## config.mk

```make
export PLATFORM = sky130hd
export DESIGN_NAME = dap_post_proc
export DESIGN_NICKNAME = d
export VERILOG_FILES = /design/src/inc/dap_pkg.sv /design/src/dap_post_proc.sv
export VERILOG_INCLUDE_DIRS = /design/src /design/src/inc
export SDC_FILE = /design/constraint.sdc
export NUM_CORES = 1
export LEC_CHECK = 0
export ABC_AREA = 1
export BUFFER_PORTS_ARGS = -buffer_cell sky130_fd_sc_hd__buf_2
export CORE_MARGIN = 2
export CORE_UTILIZATION = 30
export DETAILED_ROUTE_END_ITERATION = 6
export REMOVE_ABC_BUFFERS = 1
export SLEW_MARGIN = 25
export SYNTH_ARGS = -nofsm -noshare
export SYNTH_HDL_FRONTEND = slang
export SYNTH_SLANG_ARGS = --single-unit
```

## constraint.sdc

```tcl
create_clock -name clk_in -period 19.9 [get_ports clk_in]
set_input_delay 3.98 -clock clk_in [delete_from_list [all_inputs] [get_ports clk_in]]
set_output_delay 3.98 -clock clk_in [all_outputs]
set_load 0.005 [all_outputs]
```

## src/inc/dap_defines.svh

```systemverilog
// Register map, field positions and constants of the accumulator post-processing block
`ifndef DAP_DEFINES_SVH
`define DAP_DEFINES_SVH
`define DAP_CFG_IDX       3'h0
`define DAP_INT_IDX       3'h1
`define DAP_STAT_IDX      3'h2
`define DAP_PTR_IDX       3'h3
`define DAP_CLIPA_EN_BIT  7
`define DAP_CLIPB_EN_BIT  6
`define DAP_WCLIP_EN_BIT  5
`define DAP_WIDTH_BIT     4
`define DAP_RND_BIT       1
`define DAP_TRAP_EN_BIT   0
`define DAP_ST_CLIPA_BIT  0
`define DAP_ST_CLIPB_BIT  1
`define DAP_ST_GRDA_BIT   2
`define DAP_ST_GRDB_BIT   3
`define DAP_ST_ANYG_BIT   4
`define DAP_ST_ANYC_BIT   5
`define DAP_ST_TRAP_BIT   6
`define DAP_CFG_RST       8'h00
`define DAP_PTR_RST       16'h0000
`define DAP_PTR_STEP      16'h0002
`define DAP_MAX40         40'h7FFFFFFFFF
`define DAP_MIN40         40'h8000000000
`define DAP_MAX32         40'h007FFFFFFF
`define DAP_MIN32         40'hFF80000000
`define DAP_HALF_LSW      16'h8000
`define DAP_WMAX          16'h7FFF
`define DAP_WMIN          16'h8000
`define DAP_SHIFT_MAX     5'h10
`endif

```

## src/inc/dap_pkg.sv

```systemverilog
// Types of the accumulator post-processing block
package dap_pkg;
  typedef enum logic [2:0] {
    dap_op_mac_acc,
    dap_op_mac_sub,
    dap_op_move_sac,
    dap_op_clear,
    dap_op_multiply,
    dap_op_neg_multiply,
    dap_op_sq_dist,
    dap_op_sq_dist_acc
  } dap_op_t;
  typedef enum logic [1:0] {
    dap_src_acc_a,
    dap_src_acc_b,
    dap_src_xbus
  } dap_src_t;
endpackage

```

## src/dap_post_proc.sv

```systemverilog
// Accumulator saturation, rounding, store saturation and barrel shifter
`timescale 1ns/1ps
`include "dap_defines.svh"
//
// Contract
// RULE1: Clip flags update on each adder pass, stay set until software clears.
// RULE2: Without saturation, clip flag records bit 39 overflow of its accumulator.
// RULE3: Saturation off and fatal trap enabled: set clip flag requests trap.
// RULE4: Status shows OR of guard flags and OR of clip flags.
// RULE5: 40-bit mode overflow loads max or min 40-bit value, sets clip flag.
// RULE6: 32-bit mode overflow loads max or min 32-bit value, sets clip flag.
// RULE7: In 32-bit saturation mode guard flags never become set.
// RULE8: Overflow mode wraps accumulator; adder bit 39 overflow sets clip flag.
// RULE9: Overflow mode with fatal trap enabled lets bit 39 overflow request trap.
// RULE10: Eligible multiply-accumulate ops may store rounded other accumulator high word.
// RULE11: Register-direct write-back puts rounded word into the pointer register.
// RULE12: Post-increment write-back stores at pointer, then pointer grows by two.
// RULE13: Rounding mode selects conventional or convergent; no rounding truncates.
// RULE14: Conventional rounding increments high word when low word is 0x8000 or more.
// RULE15: Convergent rounding at exactly 0x8000 increments only when bit 16 set.
// RULE16: Plain store truncates, rounded store rounds, write-back always rounds.
// RULE17: Store clipping forces 0x7FFF or 0x8000, accumulator left untouched.
// RULE18: Store clipping takes operand sign from accumulator bit 39.
// RULE19: Store clipping off passes rounded value unchanged.
// RULE20: Shifter does right arithmetic, right logical or left up to 16 in one cycle.
// RULE21: Signed amount: positive right, negative left, zero unchanged.
// RULE22: 40-bit shifter; X data at bits 16..31 right, 0..15 left.
// RULE23: Clip enables at config bits 7:6, width select at bit 4.
// RULE24: Guard flag set when guard bits 32..39 differ after an adder pass.
// RULE25: Enabled 40-bit is super, enabled 32-bit is bit 31, disabled is wrap.
module dap_post_proc (
  input  wire logic              clk_in,
  input  wire logic              rst_in,
  input  wire logic [4:0]        avs_address_in,
  input  wire logic              avs_read_in,
  input  wire logic              avs_write_in,
  input  wire logic [31:0]       avs_writedata_in,
  input  wire logic [3:0]        avs_byteenable_in,
  output logic      [31:0]       avs_readdata_out,
  output logic                   avs_waitrequest_out,
  input  wire logic              add_valid_in,
  input  wire logic              add_acc_sel_in,
  input  wire logic [39:0]       add_sum_in,
  input  wire logic              add_ovf39_in,
  input  wire logic              store_req_in,
  input  wire logic              store_rnd_in,
  input  wire logic              store_acc_sel_in,
  input  wire logic [15:0]       store_addr_in,
  input  wire logic              mac_wb_in,
  input  wire dap_pkg::dap_op_t  mac_op_in,
  input  wire logic              mac_acc_sel_in,
  input  wire logic              wb_postinc_in,
  input  wire logic              shift_req_in,
  input  wire dap_pkg::dap_src_t shift_src_in,
  input  wire logic              shift_arith_in,
  input  wire logic [5:0]        shift_amt_in,
  input  wire logic [15:0]       shift_xdata_in,
  output logic      [39:0]       acc_a_out,
  output logic      [39:0]       acc_b_out,
  output logic                   xbus_wr_out,
  output logic      [15:0]       xbus_addr_out,
  output logic      [15:0]       xbus_data_out,
  output logic                   trap_req_out,
  output logic                   shift_valid_out,
  output logic      [39:0]       shift_result_out,
  output logic      [15:0]       shift_word_out
);
  import dap_pkg::*;

  logic [7:0]  cfg_ff;
  logic        trap_en_ff;
  logic        clip_a_ff;
  logic        clip_b_ff;
  logic        grd_a_ff;
  logic        grd_b_ff;
  logic [15:0] ptr_ff;
  logic [39:0] acc_a_ff;
  logic [39:0] acc_b_ff;
  logic        wait_ff;
  logic [31:0] rdata_ff;
  logic        xwr_ff;
  logic [15:0] xaddr_ff;
  logic [15:0] xdata_ff;
  logic        trap_ff;
  logic        sh_vld_ff;
  logic [39:0] sh_res_ff;
  logic [15:0] sh_word_ff;

  //////////////////////////////////////////////////////////////////////////
  // Rounding and store clipping
  function automatic logic [24:0] dap_round(input logic [39:0] a,
                                            input logic rnd,
                                            input logic conv);
    logic inc;
    inc = 1'b0;
    if (rnd) begin
      inc = a[15]; // RULE14
      if (conv && a[15:0] == `DAP_HALF_LSW) begin
        inc = a[16]; // RULE15
      end
    end
    dap_round = {a[39], a[39:16]} + {24'h000000, inc}; // RULE13
  endfunction

  function automatic logic [15:0] dap_wsat(input logic [39:0] a,
                                           input logic [24:0] r,
                                           input logic en);
    dap_wsat = r[15:0]; // RULE19
    if (en && !a[39] && (|r[23:15])) begin
      dap_wsat = `DAP_WMAX; // RULE17 RULE18
    end
    if (en && a[39] && !(&r[23:15])) begin
      dap_wsat = `DAP_WMIN; // RULE17 RULE18
    end
  endfunction

  //////////////////////////////////////////////////////////////////////////
  // Mode decode and adder pass
  logic        clipa_en;
  logic        clipb_en;
  logic        wide_sel;
  logic        sat_en;
  logic        grd_ovf;
  logic        b31_ovf;
  logic        true_neg;
  logic        nxt_clip;
  logic        nxt_grd;
  logic [39:0] nxt_acc;

  assign clipa_en = cfg_ff[`DAP_CLIPA_EN_BIT]; // RULE23
  assign clipb_en = cfg_ff[`DAP_CLIPB_EN_BIT]; // RULE23
  assign wide_sel = cfg_ff[`DAP_WIDTH_BIT]; // RULE23
  assign sat_en   = add_acc_sel_in ? clipb_en : clipa_en;
  assign grd_ovf  = !((&add_sum_in[39:32]) || !(|add_sum_in[39:32])); // RULE24
  assign b31_ovf  = !((&add_sum_in[39:31]) || !(|add_sum_in[39:31]));
  assign true_neg = add_sum_in[39] ^ add_ovf39_in;

  always_comb begin
    nxt_acc  = add_sum_in;
    nxt_clip = 1'b0;
    nxt_grd  = grd_ovf;
    if (sat_en && wide_sel) begin // RULE25
      if (add_ovf39_in) begin
        nxt_acc  = true_neg ? `DAP_MIN40 : `DAP_MAX40; // RULE5
        nxt_clip = 1'b1; // RULE5
      end
    end else if (sat_en) begin
      nxt_grd = 1'b0; // RULE7
      if (add_ovf39_in || b31_ovf) begin
        nxt_acc  = true_neg ? `DAP_MIN32 : `DAP_MAX32; // RULE6
        nxt_clip = 1'b1; // RULE6
      end
    end else begin
      nxt_clip = add_ovf39_in; // RULE2 RULE8
    end
  end

  always_ff @(posedge clk_in or posedge rst_in) begin
    if (rst_in) begin
      acc_a_ff <= '0;
      acc_b_ff <= '0;
    end else if (add_valid_in) begin
      if (add_acc_sel_in) begin
        acc_b_ff <= nxt_acc;
      end else begin
        acc_a_ff <= nxt_acc;
      end
    end
  end

  //////////////////////////////////////////////////////////////////////////
  // Avalon slave
  logic        acc_ok;
  logic        wr_ok;
  logic [2:0]  widx;
  logic [31:0] rd_mux;
  logic        clr_a;
  logic        clr_b;

  assign acc_ok = (avs_read_in || avs_write_in) && !wait_ff;
  assign wr_ok  = acc_ok && avs_write_in;
  assign widx   = avs_address_in[4:2];
  assign clr_a  = wr_ok && widx == `DAP_STAT_IDX && avs_byteenable_in[0]
                  && avs_writedata_in[`DAP_ST_CLIPA_BIT];
  assign clr_b  = wr_ok && widx == `DAP_STAT_IDX && avs_byteenable_in[0]
                  && avs_writedata_in[`DAP_ST_CLIPB_BIT];

  always_comb begin
    rd_mux = '0;
    case (widx)
      `DAP_CFG_IDX: rd_mux[7:0] = cfg_ff;
      `DAP_INT_IDX: rd_mux[`DAP_TRAP_EN_BIT] = trap_en_ff;
      `DAP_STAT_IDX: begin
        rd_mux[`DAP_ST_CLIPA_BIT] = clip_a_ff;
        rd_mux[`DAP_ST_CLIPB_BIT] = clip_b_ff;
        rd_mux[`DAP_ST_GRDA_BIT]  = grd_a_ff;
        rd_mux[`DAP_ST_GRDB_BIT]  = grd_b_ff;
        rd_mux[`DAP_ST_ANYG_BIT]  = grd_a_ff | grd_b_ff; // RULE4
        rd_mux[`DAP_ST_ANYC_BIT]  = clip_a_ff | clip_b_ff; // RULE4
        rd_mux[`DAP_ST_TRAP_BIT]  = trap_ff;
      end
      `DAP_PTR_IDX: rd_mux[15:0] = ptr_ff;
      default: rd_mux = '0;
    endcase
  end

  always_ff @(posedge clk_in or posedge rst_in) begin
    if (rst_in) begin
      wait_ff  <= 1'b1;
      rdata_ff <= '0;
    end else begin
      wait_ff  <= !((avs_read_in || avs_write_in) && wait_ff);
      rdata_ff <= rd_mux;
    end
  end

  always_ff @(posedge clk_in or posedge rst_in) begin
    if (rst_in) begin
      cfg_ff     <= `DAP_CFG_RST;
      trap_en_ff <= 1'b0;
    end else if (wr_ok && avs_byteenable_in[0]) begin
      if (widx == `DAP_CFG_IDX) begin
        cfg_ff <= avs_writedata_in[7:0];
      end
      if (widx == `DAP_INT_IDX) begin
        trap_en_ff <= avs_writedata_in[`DAP_TRAP_EN_BIT];
      end
    end
  end

  //////////////////////////////////////////////////////////////////////////
  // Status flags and trap request
  always_ff @(posedge clk_in or posedge rst_in) begin
    if (rst_in) begin
      clip_a_ff <= 1'b0;
      clip_b_ff <= 1'b0;
    end else begin
      clip_a_ff <= (clip_a_ff && !clr_a)
                   || (add_valid_in && !add_acc_sel_in && nxt_clip); // RULE1
      clip_b_ff <= (clip_b_ff && !clr_b)
                   || (add_valid_in && add_acc_sel_in && nxt_clip); // RULE1
    end
  end

  always_ff @(posedge clk_in or posedge rst_in) begin
    if (rst_in) begin
      grd_a_ff <= 1'b0;
      grd_b_ff <= 1'b0;
    end else begin
      if (clipa_en && !wide_sel) begin
        grd_a_ff <= 1'b0; // RULE7
      end else if (add_valid_in && !add_acc_sel_in) begin
        grd_a_ff <= nxt_grd; // RULE24
      end
      if (clipb_en && !wide_sel) begin
        grd_b_ff <= 1'b0; // RULE7
      end else if (add_valid_in && add_acc_sel_in) begin
        grd_b_ff <= nxt_grd; // RULE24
      end
    end
  end

  always_ff @(posedge clk_in or posedge rst_in) begin
    if (rst_in) begin
      trap_ff <= 1'b0;
    end else begin
      trap_ff <= trap_en_ff && ((clip_a_ff && !clipa_en)
                 || (clip_b_ff && !clipb_en)); // RULE3 RULE9
    end
  end

  //////////////////////////////////////////////////////////////////////////
  // Store and post-increment write-back over the X bus, register-direct write-back into the pointer register
  logic        wb_ok;
  logic [39:0] st_src;
  logic [39:0] wb_src;
  logic [15:0] st_word;
  logic [15:0] wb_word;

  assign wb_ok   = mac_wb_in && mac_op_in != dap_op_multiply
                   && mac_op_in != dap_op_neg_multiply
                   && mac_op_in != dap_op_sq_dist
                   && mac_op_in != dap_op_sq_dist_acc; // RULE10
  assign st_src  = store_acc_sel_in ? acc_b_ff : acc_a_ff;
  assign wb_src  = mac_acc_sel_in ? acc_a_ff : acc_b_ff; // RULE10
  assign st_word = dap_wsat(st_src, dap_round(st_src, store_rnd_in, !cfg_ff[`DAP_RND_BIT]),
                            cfg_ff[`DAP_WCLIP_EN_BIT]); // RULE16
  assign wb_word = dap_wsat(wb_src, dap_round(wb_src, 1'b1, !cfg_ff[`DAP_RND_BIT]),
                            cfg_ff[`DAP_WCLIP_EN_BIT]); // RULE16

  always_ff @(posedge clk_in or posedge rst_in) begin
    if (rst_in) begin
      xwr_ff   <= 1'b0;
      xaddr_ff <= '0;
      xdata_ff <= '0;
    end else begin
      xwr_ff <= 1'b0;
      if (store_req_in) begin
        xwr_ff   <= 1'b1;
        xaddr_ff <= store_addr_in;
        xdata_ff <= st_word; // RULE16
      end else if (wb_ok && wb_postinc_in) begin
        xwr_ff   <= 1'b1;
        xaddr_ff <= ptr_ff; // RULE12
        xdata_ff <= wb_word;
      end
    end
  end

  always_ff @(posedge clk_in or posedge rst_in) begin
    if (rst_in) begin
      ptr_ff <= `DAP_PTR_RST;
    end else if (wr_ok && widx == `DAP_PTR_IDX) begin
      if (avs_byteenable_in[0]) begin
        ptr_ff[7:0] <= avs_writedata_in[7:0];
      end
      if (avs_byteenable_in[1]) begin
        ptr_ff[15:8] <= avs_writedata_in[15:8];
      end
    end else if (wb_ok && !wb_postinc_in) begin
      ptr_ff <= wb_word; // RULE11
    end else if (wb_ok && !store_req_in) begin
      ptr_ff <= ptr_ff + `DAP_PTR_STEP; // RULE12
    end
  end

  //////////////////////////////////////////////////////////////////////////
  // Barrel shifter
  logic [5:0]  amt_abs;
  logic [4:0]  mag;
  logic        go_left;
  logic [39:0] sh_op;
  logic [39:0] nxt_sh;

  assign go_left = shift_amt_in[5]; // RULE21
  assign amt_abs = go_left ? 6'(-shift_amt_in) : shift_amt_in;
  assign mag     = (amt_abs > 6'({1'b0, `DAP_SHIFT_MAX})) ? `DAP_SHIFT_MAX : amt_abs[4:0];

  always_comb begin
    case (shift_src_in)
      dap_src_acc_a: sh_op = acc_a_ff;
      dap_src_acc_b: sh_op = acc_b_ff;
      dap_src_xbus: begin
        if (go_left) begin
          sh_op = {24'h000000, shift_xdata_in}; // RULE22
        end else begin
          sh_op = {{8{shift_arith_in & shift_xdata_in[15]}}, shift_xdata_in,
                   16'h0000}; // RULE22
        end
      end
      default: sh_op = '0;
    endcase
    if (go_left) begin
      nxt_sh = sh_op << mag; // RULE20
    end else if (shift_arith_in) begin
      nxt_sh = 40'($signed(sh_op) >>> mag); // RULE20
    end else begin
      nxt_sh = sh_op >> mag; // RULE20 RULE21
    end
  end

  always_ff @(posedge clk_in or posedge rst_in) begin
    if (rst_in) begin
      sh_vld_ff  <= 1'b0;
      sh_res_ff  <= '0;
      sh_word_ff <= '0;
    end else begin
      sh_vld_ff <= shift_req_in;
      if (shift_req_in) begin
        sh_res_ff  <= nxt_sh;
        sh_word_ff <= go_left ? nxt_sh[15:0] : nxt_sh[31:16]; // RULE22
      end
    end
  end

  //////////////////////////////////////////////////////////////////////////
  // Outputs
  assign avs_readdata_out    = rdata_ff;
  assign avs_waitrequest_out = wait_ff;
  assign acc_a_out           = acc_a_ff;
  assign acc_b_out           = acc_b_ff;
  assign xbus_wr_out         = xwr_ff;
  assign xbus_addr_out       = xaddr_ff;
  assign xbus_data_out       = xdata_ff;
  assign trap_req_out        = trap_ff;
  assign shift_valid_out     = sh_vld_ff;
  assign shift_result_out    = sh_res_ff;
  assign shift_word_out      = sh_word_ff;
endmodule

```

# After elaboration in Yosys (flattened, before gate mapping)
# Index checks and enable logic that the tools add are counted.
# word_totals
ff_bits	217
latch_bits	0
mem_bits_rw	0
mem_bits_ro	0
elab_cells	177
memories	0
# op_classes
add_sub_neg	4
multipliers	0
div_mod_pow	0
order_cmp	1
n_eq_ne	13
shift	3
n_mux	48
bitwise_logic	5
n_reduce_logical	84
# ops
operator	n
2-to-1 mux 40 bit	11
2-to-1 mux 16 bit	12
one-hot mux 40 bit (3 select lines)	1
adder 24 x 2 -> 24 bit	2
<< shifter 40 x 5 -> 40 bit	1
>> shifter 40 x 5 -> 40 bit	1
>>> shifter 40 x 5 -> 40 bit	1
logical AND 1 bit	38
equality test 16 bit (second input constant)	2
AND reduction 9 bit	3
OR reduction 9 bit	3
2-to-1 mux 8 bit	3
logical NOT 1 bit	19
one-hot mux 6 bit (3 select lines)	1
adder 16 x 2 -> 16 bit (second input constant)	1
2-to-1 mux 1 bit	16
!= test 3 bit (second input constant)	4
AND reduction 2 bit	6
AND reduction 8 bit	1
OR reduction 8 bit	1
logical OR 1 bit	7
equality test 3 x 2 -> 1 bit (second input constant)	2
> comparator 6 x 5 -> 1 bit (second input constant)	1
2-to-1 mux 6 bit	1
other kinds (16)	20

# Logic depth before layout (Yosys ltp)
# Gate-level depths: netlist (run 1).
# logic_depth
ltp_word	11
ltp_mapped	27
ltp_nobuf	24

# Worst setup path before layout (run 1)
# OpenSTA, ideal clock, no wires.
# synth_path
path_type	in2reg
startpoint	input port mac_acc_sel_in
endpoint	register xdata_ff[11], in the netlist xbus_data_out[11]
setup_time_ns	0.117
arrival_ns	6.766
required_ns	19.783
setup_slack_ns	13.017
cell_stages	25
n_path_buf	5
cell_sequence	buf_6 -> buf_6 -> buf_6 -> buf_2 -> o21ai_0 -> nor3_1 -> o32ai_1 -> ha_1 -> ha_1 -> nand2_1 -> nor2_2 -> nand2_1 -> nor2_2 -> nand4_1 -> nand2_1 -> nand2_1 -> nor2_1 -> nand2_2 -> nand2_4 -> buf_6 -> nand2_1 -> nand3_1 -> nand2_1 -> nand2_1 -> nand2_1
# synth_via
elab_chain_cells	11
elab_cells_between_ends	17
classes_between	add/sub (1); eq/ne (1); mux (6); reduce/logical (9)
# synth_rtl
item	line	rtl
start, declared	dap_post_proc.sv:51	input wire logic mac_acc_sel_in,
2-to-1 mux 40 bit (*)	dap_post_proc.sv:285	assign wb_src = mac_acc_sel_in ? acc_a_ff : acc_b_ff;
equality test 16 bit (no line)	n/a	
logical AND 1 bit (no line)	n/a	
2-to-1 mux 1 bit	dap_post_proc.sv:98	if (conv && a[15:0] == `DAP_HALF_LSW) begin
adder 24 x 2 -> 24 bit	dap_post_proc.sv:102	dap_round = {a[39], a[39:16]} + {24'h000000, inc};
OR reduction 9 bit / AND reduction 9 bit (equally long branches)	dap_post_proc.sv:109, dap_post_proc.sv:112	
logical AND 1 bit / logical NOT 1 bit (equally long branches)	dap_post_proc.sv:109, dap_post_proc.sv:112	
2-to-1 mux 16 bit / logical AND 1 bit (equally long branches)	dap_post_proc.sv:109, dap_post_proc.sv:112	
2-to-1 mux 16 bit (*)	dap_post_proc.sv:112	if (en && a[39] && !(&r[23:15])) begin
2-to-1 mux 16 bit (*)	dap_post_proc.sv:302	end else if (wb_ok && wb_postinc_in) begin
2-to-1 mux 16 bit (*)	dap_post_proc.sv:298	if (store_req_in) begin
end signal, assigned	dap_post_proc.sv:301	xdata_ff <= st_word;
end signal, assigned	dap_post_proc.sv:305	xdata_ff <= wb_word;
end, declared	dap_post_proc.sv:83	logic [15:0] xdata_ff;
# Mark *: on every way between the ends. The rest lies on a longest branch, timed or not. The select of a mux whose other input is x is not followed.
# A chain may end at the register's enable or synchronous reset.

# Final worst setup path (run 1)
# layout_path
startpoint	input port shift_amt_in[5]
endpoint	register sh_res_ff[4], in the netlist shift_result_out[4]
# layout_via
elab_chain_cells	7
elab_cells_between_ends	11
classes_between	add/sub (1); order compare (1); shift (3); mux (6)
# layout_rtl
item	line	rtl
start, declared	dap_post_proc.sv:56	input wire logic [5:0] shift_amt_in,
negation 6 bit	dap_post_proc.sv:336	assign amt_abs = go_left ? 6'(-shift_amt_in) : shift_amt_in;
2-to-1 mux 6 bit	dap_post_proc.sv:336	
> comparator 6 x 5 -> 1 bit	dap_post_proc.sv:337	assign mag = (amt_abs > 6'({1'b0, `DAP_SHIFT_MAX})) ? `DAP_SHIFT_MAX : amt_abs[4:0];
2-to-1 mux 5 bit	dap_post_proc.sv:337	
>> shifter 40 x 5 -> 40 bit / >>> shifter 40 x 5 -> 40 bit (equally long branches)	dap_post_proc.sv:358, dap_post_proc.sv:356	
2-to-1 mux 40 bit	dap_post_proc.sv:355	end else if (shift_arith_in) begin
2-to-1 mux 40 bit (*)	dap_post_proc.sv:353	if (go_left) begin
end signal, assigned	dap_post_proc.sv:370	sh_res_ff <= nxt_sh;
end, declared	dap_post_proc.sv:86	logic [39:0] sh_res_ff;
# Mark *: on every way between the ends. The rest lies on a longest branch, timed or not.

==> results.txt, run 1 <==
RSZ-0062 raised after global routing: false
WP data arrival: 8.20 ns
Share of cells above drive strength 1: 14.0%
Hold endpoint: shift_result_out[37]
Area leader, netlist: dfrtp_1
Prevailing post-synth register cell: dfrtp_1
Die Area: 63100 µm²
Vias in the first global route: 19200
TNS Setup: 0 ns
Setup-failing EPs final: 0
Reg2reg start: acc_a_out[4]
Slowest CP cell: o21ai_0
Worst VDD drop: 0.0000598 V
PostCTS Resize Cnt: 0
Startpoint class of the critical path: primary input
Initial Utilization: 30.4%
Main area contributors after synthesis: dfrtp_1 (30%), nand2_1 (24%), nand3_1 (9.8%), o21ai_0 (6.2%), nor2_1 (5.8%)
Hold path depth: 2
Placed cell area: 20200 µm²
Worst slack, placed: 11.71 ns
Total track usage: 23.9%
Top-count cell post-synth: nand2_1
Main combinational cell family by area after synthesis: simple AND/OR/NAND/NOR gates
Die height: 251 µm
Clk slew on worst S/H paths: 0.06 ns
Outcome: finished clean
Hold_sp: shift_result_out[37]
Critical path class: primary input to flop
Fillers: 6836
First-pass GRT wire length: 117000 µm
Dpl cells: 4041
Setup crit end kind: flop
Syn avg cell area: 5.92 µm²
Via Count: 21200
Clock latency on the worst-skew pair: 0.60 ns
Multiplexer share of the synthesized area: 0%
1st-iter DRT viols: 2163
Commonest cells post-synth: nand2_1 (1154), nand3_1 (358), nor2_1 (282)
Worst Tran Pin Value: 1.07 ns
Flops & latches, synth: 217
Async set-reset flop share out of synthesis: 100%
DRT antenna net count: 0
Max_cap viols: 0
Ports: 343
Fmax: 129 MHz
Cells along the critical path: buf_2 > buf_4 > inv_2 > buf_4 > nor3_1 > nand2_1 > nand3_2 > buf_4 > inv_1 > nand2_1 > o21ai_0 > o21ai_0 > o211ai_1 > nand3_1 > a21oi_1
Drt total wl: 77700 µm
Max-slew headroom at the worst pin: 28.5%
Vias per Instance: 5.17
CTS tree: done
Layout Nets: 3433
Synth Area in Simple Gates: 43.0%
R2r endpoint: xbus_data_out[6]
WHS: 0.475 ns
Port bufs: 304
Tcrit/Tclk final: 38.8%
Core Util, Final: 35.0%
Synth top area share: 29.5%
Final setup margin: 12.18 ns
Syn Inst Count: 3095
CP peak stage delay: 0.72 ns
Hold Fails Final Rpt: 0
Total iterations of the first detailed-routing run: 6
CP Max Fanout: 63
Design area: 21100 µm²
Pin count of the biggest net entering global routing: 84
Power, Total: 1.96 mW
DP Wirelength: 59600 µm
CTS Buf Count: 27
Core Area: 60400 µm²
Fin cells: 4094
Grt ovf: 0
Power Density: 92.8 nW/µm²
Synth cell types: 52
Mapped Area: 18300 µm²
Die X: 251 µm
Skew final: 0.0306 ns
Seq/Total Area, Yosys: 29.6%
H-tree depth: 1
DRC violation count after routing: 0
Compound-cell area share of the yosys netlist: 14.9%
CTS hold repair buffers: 0
Clock tree root driver cell: clkbuf_16
CP required: 20.37 ns
Worst hold-check path type: flop to flop
CTS Sinks: 217
Total number of yosys warnings: 0
Worst-case clock buffer depth: 3
R2R depth: 23
Leak pwr: 11.0 nW
R2R Setup Slk: 16.14 ns
DR WL/cell: 19.0 µm
GP Congestion: 1.00
Adder-Cell Fraction of Synth Area: 0.410%
Antenna violations before repair: 8
Min cycle time layout: 7.72 ns
Area grow syn2layout: 15.3%
Slew Viols, Final: 0
Post-synth EDFFs: 0
Most used cell, CP: buf_4
XOR/XNOR share of the synthesized area: 1.39%
Post-CTS setup buffers: 0
Num rows: 90
==> worst max path at each step <==
stage               startpoint                   end  slack [ns]
2_1_floorplan           rst_in          acc_a_out[0]        9.99
3_3_place_gp   shift_amt_in[5]  shift_result_out[37]       11.70
3_5_place_dp   shift_amt_in[5]  shift_result_out[37]       11.71
4_1_cts        shift_amt_in[5]  shift_result_out[37]       12.32
5_1_grt        shift_amt_in[5]  shift_result_out[37]       11.89
6_report       shift_amt_in[5]   shift_result_out[4]       12.18
==> cells in the final DEF (no fill, tap or decap), types with 8 or more instances in the layout <==
master and instances:
nor2_1 277, or2_2 29, o211ai_1 14, buf_4 25, nand2_1 1153, inv_1 259, inv_2 8, o21ai_0 227
buf_2 304, o221ai_1 22, nand2_2 10, o21ai_2 8, a21oi_1 113, xor2_1 25, o22ai_1 21, nor3_1 14
clkbuf_16 27, nor2_2 14, nand3_1 358, a31oi_1 29, dfrtp_1 216, nand4_1 22, conb_1 16, o21ai_1 28
==> final cells by class <==
cell class              instances  area [µm²]  share of cell area [%]
well taps                     782         978                    4.63
repair buffers                330        1720                    8.15
diodes                          3        7.51                  0.0355
inverters                     272        1030                    4.89
multi-input cells            2440       11000                    52.3
flip-flops and latches        217        5430                    25.7
clock buffers                  34         742                    3.51
clock inverters                16         171                   0.812
==> where the power goes <==
| part | switching, mW | internal [mW] | total (mW) |
|---|---|---|---|
| clock network | 0.219 | 0.293 | 0.512 |
| registers | 0.0932 | 0.539 | 0.632 |
| logic | 0.562 | 0.254 | 0.816 |
==> kinds of logic after synthesis <==
| kind of cell | after synthesis |
|---|---|
| simple gates | 1902 |
| compound gates | 487 |
| buf+inv | 453 |
| flops | 217 |
| xor+xnor | 29 |
| fa+ha+maj | 6 |
| other cells | 1 |
==> flip-flops by register name, indices dropped and copies added (netlist names) <==
register             cells
xbus_data_out           16
xbus_addr_out           16
shift_valid_out          1
cfg_ff                   8
xbus_wr_out              1
shift_word_out          16
shift_result_out        40
avs_waitrequest_out      1
acc_b_out               40
trap_req_out             1
trap_en_ff               1
acc_a_out               40
clip_a_ff                1
ptr_ff                  16
grd_b_ff                 1
avs_readdata_out        16
grd_a_ff                 1
clip_b_ff                1
==> per-layer routing <==
layer,share of wire [%],track usage [%]
met1,46,34.0
met2,44,36.7
met3,7.3,3.93
met4,3.1,7.47
met5,0.064,0
==> worst max-delay path, delay by kind of cell <==
family,cells,cell delay [ns]
buf+inv,6,1.96
compound gates,4,1.15
simple gates,5,1.02
No activity file was read; power rests on OpenSTA's default activity.
==> inputs of run 2 (changes only) <==
- clock period: 19.9 -> 7.9 ns (I/O delays scaled with it)
==> results.txt, run 2 (synthesis results as in run 1) <==
Outcome: finished clean
CTS tree: done
Grt ovf: 0
Share of cells above drive strength 1: 14.0%
Clock tree root driver cell: clkbuf_16
Worst-case clock buffer depth: 3
Die height: 251 µm
Clk slew on worst S/H paths: 0.06 ns
WP data arrival: 5.38 ns
Fmax: 206 MHz
Worst hold-check path type: flop to flop
CP Max Fanout: 39
Seq. cell area: 5430 µm²
DRT antenna net count: 0
Most common cell after layout, fill and taps aside: nand2_1
Cells along the critical path: buf_2 > buf_4 > o21ai_1 > nor2_1 > nand2_1 > nor2_1 > nand2_1 > a21oi_4 > buf_4 > nand2_1 > nand2_1 > nand2_1 > nand2_1 > nand2_1 > nand3_1 > nand3_1 > nand2_1 > nand2_1 > nand2_1
RSZ-0062 raised after global routing: false
Port bufs: 304
CTS Buf Count: 28
Die Area: 63100 µm²
Die X: 251 µm
First-pass GRT wire length: 118000 µm
Setup crit end kind: flop
Vias per Instance: 5.22
PostCTS Resize Cnt: 0
Slowest CP cell: a21oi_4
Slew Viols, Final: 0
Layout Nets: 3437
Drt total wl: 77900 µm
Antenna violations before repair: 7
Worst VDD drop: 0.000136 V
Setup-failing EPs final: 0
TNS Setup: 0 ns
Hold Fails Final Rpt: 0
Fillers: 6822
Clock latency on the worst-skew pair: 0.62 ns
Num rows: 90
DR WL/cell: 19.0 µm
Initial Utilization: 30.4%
Commonest non-fill, non-tap cells in the layout: nand2_1 (1153), nand3_1 (358), buf_2 (304)
Worst Tran Pin Value: 1.12 ns
Multi-input gate area: 11000 µm²
Area grow syn2layout: 15.7%
Total track usage: 24.1%
Core Area: 60400 µm²
Most used cell, CP: nand2_1
Ports: 343
Power Density: 237 nW/µm²
GP Congestion: 0.976
Tcrit/Tclk final: 61.5%
CTS hold repair buffers: 0
Skew final: 0.0462 ns
1st-iter DRT viols: 2276
Max-slew headroom at the worst pin: 25.4%
Total iterations of the first detailed-routing run: 6
Critical path class: primary input to flop
Min cycle time layout: 4.86 ns
Pin count of the biggest net entering global routing: 87
DRC violation count after routing: 0
Via Count: 21400
DP Wirelength: 60000 µm
Fin cells: 4095
Vias in the first global route: 19600
Core Util, Final: 35.1%
Leak pwr: 11.0 nW
Post-CTS setup buffers: 0
H-tree depth: 1
CP peak stage delay: 0.84 ns
Max_cap viols: 0
CTS Sinks: 217
Dpl cells: 4044
Startpoint class of the critical path: primary input
CP required: 8.42 ns
[run 2: changes by cell type in the layout (fill, tap and decap cells not counted), sizes merged]
| cell | change |
|---|---|
| clkbuf | +2 |
| inv | +1 |
| clkinvlp | -3 |
| clkinv | -4 |
| buf | +3 |
| bufinv | +1 |
| diode | +1 |
[run 2: metrics by stage]
step	cell area, µm²	hold slack, ns	worst slack [ns]	power [mW]
detailed placement	20200	0.460	2.59	3.65
global route	21200	0.483	2.63	5.35
floorplan	17500	0.454	0.386	2.75
finish	21200	0.472	3.04	5.01
global placement	20200	0.460	2.64	3.64
CTS	21200	0.476	3.23	5.01
[run 2: final timing paths]
kind / from / endpoint / slack, ns / cells past startpoint
min: shift_result_out[37] / shift_result_out[37] / 0.47 / 2
max in group asynchronous: rst_in / acc_a_out[25] / 5.62 / 3
min reg2reg: shift_result_out[37] / shift_result_out[37] / 0.47 / 2
max reg2reg: acc_a_out[4] / xbus_data_out[13] / 4.14 / 23
max: shift_amt_in[5] / shift_result_out[28] / 3.04 / 19
min in group asynchronous: rst_in / shift_valid_out / 1.05 / 2
[run 2: cell type report]
cell class,count,area share [%]
Clock inverter,11,0.785
Inverter,272,4.88
Timing Repair Buffer,333,8.28
Sequential cell,217,25.6
Clock buffer,36,3.68
Multi-Input combinational cell,2440,52.1
Tap cell,782,4.62
Antenna cell,4,0.0472
[run 2: worst max-delay path: cells and delay by family]
family                 cells  cell delay, ns
buffers and inverters      3            1.02
AO/OA/AOI/OAI              2            1.12
AND/OR/NAND/NOR           14            1.62
[run 2: report_power, final]
group          total, mW  switching (mW)  internal, mW  leakage, nW
Sequential          1.60           0.239          1.36         2.64
Clock               1.35           0.554         0.794        0.468
Combinational       2.07            1.43         0.644         7.90
[run 2: layer usage]
| layer | track usage, % | vias up | share of wire [%] |
|---|---|---|---|
| li1 | - | 10400 | - |
| met3 | 3.57 | 135 | 7.6 |
| met2 | 37.0 | 866 | 44 |
| met5 | 0 | - | 0.030 |
| met4 | 8.08 | 4 | 3.3 |
| met1 | 34.5 | 9985 | 45 |
